File: src/include/ssp_pkg.sv
package ssp_pkg;
	localparam int ADDR_W = 8;
	localparam int RDATA_W = 32;
	// Byte addresses, one aligned word each
	localparam logic [7:0] OFF_CTRL = 8'h00;
	localparam logic [7:0] OFF_TXBUF = 8'h04;
	localparam logic [7:0] OFF_RXBUF = 8'h08;
	localparam logic [7:0] OFF_FLAGS = 8'h0C;
	localparam logic [7:0] OFF_MASK = 8'h10;
	// Field positions of the control word
	localparam int CTRL_EN_BIT = 0;
	localparam int CTRL_POL_BIT = 1;
	localparam int CTRL_PHA_BIT = 2;
	localparam int CTRL_DIV_LSB = 8;
	localparam int CTRL_W = 16;
	// Field positions of flags and mask
	localparam int FLG_BUSY_BIT = 0;
	localparam int FLG_TX_BIT = 1;
	localparam int FLG_RX_BIT = 2;
	localparam int FLG_FULL_BIT = 3;
	localparam int FLG_W = 4;
	// Reset values
	localparam logic [7:0] BAUD_DIV_RESET = 8'h04;
	localparam logic [3:0] MASK_RESET = 4'h0;
	// Half-bit period is (baud_div + 1) core clock cycles
	localparam int CORE_CLK_MHZ = 100;

	typedef struct packed {
		logic [7:0] baud_div;
		logic [4:0] rsvd;
		logic clock_phase_sel;
		logic clock_polarity_sel;
		logic enable;
	} ssp_ctrl_t;

	typedef struct packed {
		logic buf_full;
		logic rx_req_flag;
		logic tx_req_flag;
		logic xfer_active_flag;
	} ssp_flags_t;

	typedef enum logic [1:0] {
		ST_IDLE,
		ST_WAIT,
		ST_SHIFT,
		ST_TAIL
	} ssp_state_t;
endpackage

File: src/verilog/ssp_master.sv
`timescale 1ns/100ps
module ssp_master #(
	parameter int DATA_W = 8
) (
	input wire logic core_clk,
	input wire logic resetn,
	input wire logic [ssp_pkg::ADDR_W-1:0] reg_addr,
	input wire logic [ssp_pkg::RDATA_W-1:0] reg_wdata,
	input wire logic reg_wr,
	input wire logic reg_rd,
	output logic [ssp_pkg::RDATA_W-1:0] reg_rdata,
	input wire logic pxfer_wr,
	input wire logic [DATA_W-1:0] pxfer_data,
	input wire logic pxfer_count_zero,
	input wire logic spi_miso,
	output logic spi_sclk,
	output logic spi_mosi,
	output logic spi_sel_n,
	output logic irq
);
	localparam int EW = $clog2(2 * DATA_W);
	localparam logic [EW-1:0] LAST_EDGE = EW'(2 * DATA_W - 1);

	function automatic logic [EW-1:0] last_latch(input logic pha);
		last_latch = EW'(2 * DATA_W - 2) + EW'(pha);
	endfunction

	logic rst_meta;
	logic rst_n;

	always_ff @(posedge core_clk or negedge resetn) begin
		if (!resetn) begin
			rst_meta <= 1'b0;
			rst_n <= 1'b0;
		end else begin
			rst_meta <= 1'b1;
			rst_n <= rst_meta;
		end
	end

	ssp_pkg::ssp_ctrl_t ctrl, next_ctrl;
	ssp_pkg::ssp_flags_t flags, next_flags;
	localparam int FLG_W_C = ssp_pkg::FLG_W;
	ssp_pkg::ssp_state_t state, next_state;
	logic [FLG_W_C-1:0] mask, next_mask;
	logic [7:0] baud_cnt, next_baud_cnt;
	logic [EW-1:0] edge_cnt, next_edge_cnt;
	logic [DATA_W-1:0] tx_buf, next_tx_buf;
	logic [DATA_W-1:0] tx_shift, next_tx_shift;
	logic [DATA_W-1:0] rx_shift, next_rx_shift;
	logic [DATA_W-1:0] rx_data, next_rx_data;
	logic [ssp_pkg::RDATA_W-1:0] next_rdata;
	logic next_sclk, next_mosi, next_irq;
	logic tick;

	// Free-running generator: the first tick after a write lands anywhere
	// within one half-bit, so busy may lag the write by that much
	always_comb begin
		tick = ctrl.enable && (baud_cnt == 8'h00);
		if (!ctrl.enable || tick) begin
			next_baud_cnt = ctrl.baud_div;
		end else begin
			next_baud_cnt = baud_cnt - 8'h01;
		end
	end

	always_comb begin
		logic data_wr;
		logic [DATA_W-1:0] data_in;
		logic load_en;
		logic [DATA_W-1:0] load_val;
		logic set_tx;
		logic set_rx;
		logic flags_rd;
		logic pha;
		data_wr = 1'b0;
		data_in = '0;
		load_en = 1'b0;
		load_val = '0;
		set_tx = 1'b0;
		set_rx = 1'b0;
		flags_rd = reg_rd && (reg_addr == ssp_pkg::OFF_FLAGS);
		pha = ctrl.clock_phase_sel;
		next_ctrl = ctrl;
		next_mask = mask;
		next_flags = flags;
		next_state = state;
		next_edge_cnt = edge_cnt;
		next_tx_buf = tx_buf;
		next_tx_shift = tx_shift;
		next_rx_shift = rx_shift;
		next_rx_data = rx_data;
		next_sclk = spi_sclk;
		next_mosi = spi_mosi;

		if (reg_wr && reg_addr == ssp_pkg::OFF_CTRL) begin
			next_ctrl = ssp_pkg::ssp_ctrl_t'(reg_wdata[ssp_pkg::CTRL_W-1:0]);
			next_ctrl.rsvd = '0;
		end
		if (reg_wr && reg_addr == ssp_pkg::OFF_MASK) begin
			next_mask = reg_wdata[FLG_W_C-1:0];
		end
		// Bus write wins over an event-controller write in the same cycle
		if (reg_wr && reg_addr == ssp_pkg::OFF_TXBUF) begin
			data_wr = 1'b1;
			data_in = reg_wdata[DATA_W-1:0];
		end else if (pxfer_wr) begin
			data_wr = 1'b1;
			data_in = pxfer_data;
		end

		if (!ctrl.enable) begin
			// Disabled port drops writes and parks the clock
			next_state = ssp_pkg::ST_IDLE;
			next_flags.xfer_active_flag = 1'b0;
			next_flags.buf_full = 1'b0;
			next_sclk = ctrl.clock_polarity_sel;
		end else begin
			if (data_wr && state != ssp_pkg::ST_IDLE) begin
				next_tx_buf = data_in;
				next_flags.buf_full = 1'b1;
			end
			case (state)
				ssp_pkg::ST_IDLE: begin
					next_sclk = ctrl.clock_polarity_sel;
					if (data_wr) begin
						load_en = 1'b1;
						load_val = data_in;
						set_tx = 1'b1;
						next_state = ssp_pkg::ST_WAIT;
					end
				end
				ssp_pkg::ST_WAIT: begin
					if (tick) begin
						next_flags.xfer_active_flag = 1'b1;
						next_edge_cnt = '0;
						next_state = ssp_pkg::ST_SHIFT;
					end
				end
				ssp_pkg::ST_SHIFT: begin
					if (tick) begin
						next_sclk = ~spi_sclk;
						next_edge_cnt = (edge_cnt == LAST_EDGE) ? '0 : edge_cnt + EW'(1);
						if (edge_cnt[0] == pha) begin
							next_rx_shift = {rx_shift[DATA_W-2:0], spi_miso};
							if (edge_cnt == last_latch(pha)) begin
								next_rx_data = {rx_shift[DATA_W-2:0], spi_miso};
								set_rx = 1'b1;
								if (flags.buf_full) begin
									load_en = 1'b1;
									load_val = tx_buf;
									next_flags.buf_full = data_wr;
									set_tx = 1'b1;
								end else begin
									next_state = ssp_pkg::ST_TAIL;
								end
							end
						end else begin
							next_mosi = tx_shift[DATA_W-1];
							next_tx_shift = {tx_shift[DATA_W-2:0], 1'b0};
						end
					end
				end
				ssp_pkg::ST_TAIL: begin
					if (tick) begin
						next_sclk = ctrl.clock_polarity_sel;
						next_flags.xfer_active_flag = 1'b0;
						next_state = ssp_pkg::ST_IDLE;
						if (flags.buf_full) begin
							load_en = 1'b1;
							load_val = tx_buf;
							next_flags.buf_full = data_wr;
							set_tx = 1'b1;
							next_state = ssp_pkg::ST_WAIT;
						end else if (data_wr) begin
							load_en = 1'b1;
							load_val = data_in;
							next_flags.buf_full = 1'b0;
							set_tx = 1'b1;
							next_state = ssp_pkg::ST_WAIT;
						end
					end
				end
				default: begin
					next_state = ssp_pkg::ST_IDLE;
				end
			endcase
		end

		// Phase 0 from rest needs the first bit out before the first edge;
		// back to back, the trailing edge of the last bit shifts it out
		if (load_en) begin
			if (!pha && state != ssp_pkg::ST_SHIFT) begin
				next_mosi = load_val[DATA_W-1];
				next_tx_shift = {load_val[DATA_W-2:0], 1'b0};
			end else begin
				next_tx_shift = load_val;
			end
		end

		// Count-zero and buffer-empty share one sticky request, so two events
		// that arrive before the flag is read collapse into one
		set_tx = set_tx || pxfer_count_zero;
		// Read clears, but a new event in the same cycle survives
		next_flags.tx_req_flag = (flags.tx_req_flag && !flags_rd) || set_tx;
		next_flags.rx_req_flag = (flags.rx_req_flag && !flags_rd) || set_rx;

		next_irq = (next_flags.tx_req_flag && next_mask[ssp_pkg::FLG_TX_BIT])
			|| (next_flags.rx_req_flag && next_mask[ssp_pkg::FLG_RX_BIT]);

		next_rdata = '0;
		if (reg_rd) begin
			case (reg_addr)
				ssp_pkg::OFF_CTRL: next_rdata = {16'h0000, ctrl};
				ssp_pkg::OFF_TXBUF: next_rdata[DATA_W-1:0] = tx_buf;
				ssp_pkg::OFF_RXBUF: next_rdata[DATA_W-1:0] = rx_data;
				ssp_pkg::OFF_FLAGS: next_rdata[FLG_W_C-1:0] = flags;
				ssp_pkg::OFF_MASK: next_rdata[FLG_W_C-1:0] = mask;
				default: next_rdata = '0;
			endcase
		end
	end

	always_ff @(posedge core_clk or negedge rst_n) begin
		if (!rst_n) begin
			ctrl <= '{baud_div: ssp_pkg::BAUD_DIV_RESET, default: 1'b0};
			mask <= ssp_pkg::MASK_RESET;
			flags <= '0;
			state <= ssp_pkg::ST_IDLE;
			baud_cnt <= 8'h00;
			edge_cnt <= '0;
			tx_buf <= '0;
			tx_shift <= '0;
			rx_shift <= '0;
			rx_data <= '0;
			reg_rdata <= '0;
			spi_sclk <= 1'b0;
			spi_mosi <= 1'b0;
			spi_sel_n <= 1'b1;
			irq <= 1'b0;
		end else begin
			ctrl <= next_ctrl;
			mask <= next_mask;
			flags <= next_flags;
			state <= next_state;
			baud_cnt <= next_baud_cnt;
			edge_cnt <= next_edge_cnt;
			tx_buf <= next_tx_buf;
			tx_shift <= next_tx_shift;
			rx_shift <= next_rx_shift;
			rx_data <= next_rx_data;
			reg_rdata <= next_rdata;
			spi_sclk <= next_sclk;
			spi_mosi <= next_mosi;
			spi_sel_n <= ~next_flags.xfer_active_flag;
			irq <= next_irq;
		end
	end
endmodule
File: config.mk
export PLATFORM = sky130hd
export DESIGN_NAME = ssp_master
export DESIGN_NICKNAME = d
export VERILOG_FILES = /design/src/include/ssp_pkg.sv /design/src/verilog/ssp_master.sv
export SDC_FILE = /design/constraint.sdc
export NUM_CORES = 1
export LEC_CHECK = 0
export ABC_AREA = 1
export BUFFER_PORTS_ARGS = -buffer_cell sky130_fd_sc_hd__buf_2
export CAP_MARGIN = 20
export CORE_ASPECT_RATIO = 0.7
export CORE_MARGIN = 3
export CORE_UTILIZATION = 59
export CTS_CLUSTER_SIZE = 24
export DETAILED_ROUTE_END_ITERATION = 8
export PLACE_DENSITY = 0.9
export SYNTH_ARGS = -nofsm -noshare
export SYNTH_HDL_FRONTEND = slang
export SYNTH_SLANG_ARGS = --single-unit
File: constraint.sdc
create_clock -name core_clk -period 5.8 [get_ports core_clk]
set_input_delay 0.29 -clock core_clk [delete_from_list [all_inputs] [get_ports core_clk]]
set_output_delay 0.29 -clock core_clk [all_outputs]
set_load 0.1 [all_outputs]
# == Yosys cells after proc, flatten, opt, wreduce, memory -nomap -nowiden ==
# Index checks and enable logic that the tools add are counted.
# word_totals
register_bits,102
latchBits,0
mem_bits_rw,0
mem_bits_ro,0
output_inout_bits,36
word_cells,163
memories,0
# op_classes
n_addsub,3
multipliers,0
div,0
n_lt_le_gt_ge,0
eq_ne,22
n_shift,0
muxes,78
bitwise,2
n_reduce_logical,34
# op_table
op,count
$mux 8,18
$mux 1,38
$pmux 8 s3,1
$ne 3x3->1 const B,7
$pmux 4 s5,1
$eq 8x4->1 const B,2
$logic_not 8->1,2
$mux 16,1
$mux 2,8
$pmux 4 s2,2
$mux 4,3
$reduce_and 4->1,3
$logic_and 1x1->1,11
$reduce_bool 2->1,5
$eq 8x3->1 const B,1
$eq 8x5->1 const B,1
$pmux 2 s4,1
$sub 8x1->8 const B,1
$reduce_and 7->1,1
$ne 2x2->1 const B,3
$pmux 1 s3,2
$logic_or 1x1->1,5
$reduce_and 5->1,1
$add 4x1->4 const B,1
15 further kinds,20

# == Logic depth before layout (Yosys ltp) ==
# logic_depth
ltp_word,12
depth_mapped,13
mapped_depth_nobuf,12

# == Least setup slack after synthesis ==
# Ideal clock, no wire load.
# synth_timing
path_type,register -> register
start,reg state[0]
end,reg tx_shift[5]
setup_ns,0.117
arrival_ns,1.675
setup_slack_ns,4.009
stages_incl_launch_ff,10
n_path_buf,1
cell_sequence,dfrtp_1 -> inv_1 -> ha_1 -> buf_2 -> nor2_1 -> clkinv_1 -> nand3_1 -> nand2_1 -> nor2_1 -> nor2_1
# synth_between
elab_chain_len,5
word_cells_on_any_way,16
cone_classes,eq/ne: 4; mux: 6; reduce/logical: 6
# synth_rtl
element,line,text
from (decl),ssp_master.sv:44,"ssp_pkg::ssp_state_t state, next_state;"
from (signal assigned),ssp_master.sv:229,state <= ssp_pkg::ST_IDLE;
from (signal assigned),ssp_master.sv:245,state <= next_state;
$eq 2x2->1 / $logic_not 2->1 (equally long branches),ssp_master.sv:123,case (state)
$pmux 1 s3 / $pmux 8 s3 (equally long branches),ssp_master.sv:123,
$mux 1 / $mux 8 (equally long branches),ssp_master.sv:112,if (!ctrl.enable) begin
"$ne 2x1->1 (no line), or another cell as far along",n/a,
$reduce_and 4->1 (no line) / $mux 8 (equally long branches),n/a,
to (signal assigned),ssp_master.sv:249,tx_shift <= next_tx_shift;
to (decl),ssp_master.sv:49,"logic [DATA_W-1:0] tx_shift, next_tx_shift;"
# Several ways; a longest one is shown, not always the timed one.
# A chain may end at the register's enable or synchronous reset.

# == Worst setup path after layout ==
# layout_timing
start,reg baud_cnt[0]
end,reg spi_sclk
# layout_between
elab_chain_len,4
word_cells_on_any_way,5
cone_classes,eq/ne: 2; reduce/logical: 3
# layout_rtl
element,line,text
from (decl),ssp_master.sv:46,"logic [7:0] baud_cnt, next_baud_cnt;"
from (signal assigned),ssp_master.sv:246,baud_cnt <= next_baud_cnt;
$logic_not 8->1 *,ssp_master.sv:59,tick = ctrl.enable && (baud_cnt == 8'h00);
$logic_and 1x1->1 *,ssp_master.sv:59,
$ne 3x3->1 (no line),n/a,
$reduce_and 3->1 (no line) *,n/a,
to (signal assigned),ssp_master.sv:253,spi_sclk <= next_sclk;
to (decl),ssp_master.sv:16,"output logic spi_sclk,"
# Mark *: on every way between the ends. The rest lies on a longest branch, timed or not.

==> flow_summary_export.csv <==
group,metric,value,unit
outcome,status,"finished clean",
worst_setup_path,worstPathArrival,2.56,ns
sta,worst_clock_skew,0.01269,ns
finish,final_cells,712,
place,place_congestion,0.8570,
global_route,grt_max_degree,85,
route,vias,3881,
sta,setup_viol,0,
worst_setup_path,cp_common_cell,"inv_1",
power_and_ir_drop,ir_worst_vdd,0.0001327,V
synth,ys_async_sr_fraction,1.000,
worst_setup_path,r2r_start,"baud_cnt[0]",
route,ant_nets,0,
sta,setup_tns,0,ns
worst_setup_path,r2r_cells,8,
worst_hold_path,hold_depth,3,
synth,synth_seq_area_share,0.4849,
worst_setup_path,r2r_slack,3.49,ns
route,drt_pre_antenna_iters,7,
finish,n_antenna_cell,0,
power_and_ir_drop,p_leak,2.666,nW
job,cap_viol_max_count,0,
clock_tree,clock_path_buffers,2,
finish,syn_to_final_growth,11.63,%
global_route,grt_pass1_wl,17.05,mm
global_route,grt_pass1_vias,3692,
route,drt-total-wl,10.25,mm
synth,yosys.area.top_type_share,0.4731,
synth,ys_ff_latch,86,
worst_setup_path,r2r-end,"spi_sclk",
worst_hold_path,min_to,"ctrl[11]",
route,wl_per_cell,14.40,um
worst_setup_path,crit_chain,"inv_1 > ha_1 > nand2_1 > nor2_4 > nor2_1 > inv_1 > o21ai_0 > mux2_2",
clock_tree,cts_buffers,9,
clock_tree,cts_sinks,86,
floorplanning,ios,91,
synth,yosysWarnings,0,
floorplanning,design.die.area,8625,um2
worst_setup_path,path_max_fanout,12,
worst_setup_path,startpoint_type,"register",
floorplanning,die-height,78.61,um
place,postPlaceCellArea,4727,um2
place,io_buffers,58,
place,placed_cells,694,
clock_tree,htree_num_levels,3,
finish,layout_commonest_cell,"nand2_1",
synth,yosys-top-cells-area,"dfrtp_1, nand2_1, nor2_1, nand3_1, inv_1",
floorplanning,die_w,109.7,um
clock_tree,root_buffer,"clkbuf_8",
sta,fmax,0.4326,GHz
synth,synth_flop_cell,"dfrtp_1",
synth,netlist_area,4443,um2
sta,fin_crit_sh,0.3985,
power_and_ir_drop,power_density,253.0,nW/um2
floorplanning,rows,25,
worst_setup_path,setup.worst_path.class,"register to register",
floorplanning,core_area,7038,um2
sta,final_max_slew_viol_count,0,
floorplanning,start_util,0.6313,
power_and_ir_drop,p_total,1.255,mW
synth,synth-edff-count,0,
finish,fillerInstances,536,
worst_setup_path,critPathMaxStageDelay,0.52,ns
route,via_per_inst,5.451,
finish,layout_common_cells,"nand2_1, dfrtp_1, nor2_1, inv_1, buf_2",
synth,synthCells,557,
sta,worstMarginPinSlew,0.6855,ns
clock_tree,clkSlewWorstSetupHoldPaths,0.08,ns
sta,hold_viol_final,0,
worst_setup_path,worstPathRequired,6.05,ns
worst_hold_path,hp-class,"input port to register",
worst_setup_path,worstSetupEndpointType,"register",
clock_tree,tritoncts,"yes",
sta,relSlewSlack,0.5419,
finish,fin_area,4960,um2
clock_tree,clkLatencyLatePin,0.36,ns
worst_setup_path,critPathSlowestCell,"nor2_1",
finish,layout-drive-gt1-share,0.1618,
finish,finalNetCount,676,
clock_tree,post_cts_resized,0,
synth,yosysTopAreaCell,"dfrtp_1",
worst_hold_path,hp-start,"reg_wdata[11]",
sta,rsz0062_at_grt,"no",
global_route,gr-total-overflow,0,
route,drc,0,
global_route,antenna_found_initial,0,
route,drt_iter0_markers,409,
place,dp_hpwl,7.399,mm
global_route,grt.total_usage,0.2544,
synth,synth_cell_type_count,37,
sta,period_needed,2.311,ns
synth,syn_area_per_cell,7.977,um2
==> worst max path at each step <==
stage                              to  cells past startpoint   startpoint
after floorplan           baud_cnt[0]                      0        rst_n
after global placement       spi_sclk                      8  baud_cnt[0]
after detailed placement     spi_sclk                      8  baud_cnt[0]
after CTS                    spi_sclk                      8  baud_cnt[0]
after global routing      tx_shift[4]                     12     state[0]
final                        spi_sclk                      8  baud_cnt[0]
==> cells by family (layout without fill, tap and decap cells) <==
logic type                 after synthesis  after routing  synth area share
AOI/OAI and AO/OA                       79             79           0.09828
xor gates and xnor gates                 7              7           0.01380
adders and majority gates                8              8           0.02253
buffers and inverters                   90            136           0.09293
DFF                                     86             86            0.4849
muxes                                    8              8           0.02000
other                                    2             17          0.001690
and+or+nand+nor                        277            277            0.2658
==> metal layers <==
layer,share of wire,global-route usage
met1,0.43,0.3526
met2,0.47,0.3983
met3,0.081,0.06984
met4,0.016,0.06227
met5,0,0
==> synth_stat cells, types with 2 or more instances <==
library cell / n
xor2_1: 4
mux2_2: 7
o21a_1: 2
o31ai_1: 2
nor2_1: 70
dfstp_2: 2
ha_1: 8
o21ai_0: 37
nand2_2: 3
nand2_4: 3
nor2_4: 3
a21oi_1: 28
buf_4: 18
clkbuf_1: 7
inv_1: 58
nand4_1: 5
nand3_1: 46
buf_2: 6
conb_1: 2
a22o_1: 2
dfrtp_1: 84
nand2_1: 143
xnor2_1: 3
==> final cells by class <==
cell class | instances | area [um2] | share of cell area
clock buffer | 12 | 165.2 | 0.03330
clock inverter | 4 | 30.03 | 0.006054
inverter | 59 | 221.5 | 0.04465
multi-input combinational | 396 | 1932 | 0.3895
sequential | 86 | 2158 | 0.4352
tap | 94 | 117.6 | 0.02371
timing repair buffer | 61 | 335.3 | 0.06761
==> sequential cells by signal, indices dropped and copies added, names as in the netlist <==
name / flops
tx_shift: 8
spi_sclk: 1
spi_mosi: 1
edge_cnt: 4
reg_rdata: 16
rst_meta: 1
spi_sel_n: 1
flags: 4
rx_data: 8
rx_shift: 7
irq: 1
tx_buf: 8
state: 2
mask: 4
rst_n: 1
ctrl: 11
baud_cnt: 8
==> critical path: cells and delay by family, from the launching register on <==
| kind | cells | cell delay [ns] |
|---|---|---|
| AND/OR/NAND/NOR | 3 | 0.70 |
| flip-flops | 1 | 0.33 |
| buffers and inverters | 2 | 0.34 |
| multiplexers | 1 | 0.36 |
| AO/OA/AOI/OAI | 1 | 0.27 |
| adder cells (fa/ha/maj) | 1 | 0.22 |
==> metrics by stage <==
step	hold slack, ns	utilization	setup slack (ns)
floorplan	-0.005591	-	3.231
global placement	0.07715	0.6716	3.585
detailed placement	0.07887	0.6716	3.522
CTS	0.1551	0.7008	3.506
global route	0.1650	0.7047	3.267
finish	0.1767	0.7047	3.489
==> where the power goes <==
part | total, mW | internal [mW] | switching [mW]
clock | 0.411 | 0.192 | 0.219
sequential | 0.662 | 0.635 | 0.0268
combinational | 0.182 | 0.0436 | 0.138
==> repair_timing <==
item	4_1_cts	5_1_grt
endpoints found under the hold margin	2	0
buffers inserted	0	0
hold buffers	1	0
No activity file was read; power rests on OpenSTA's default activity.
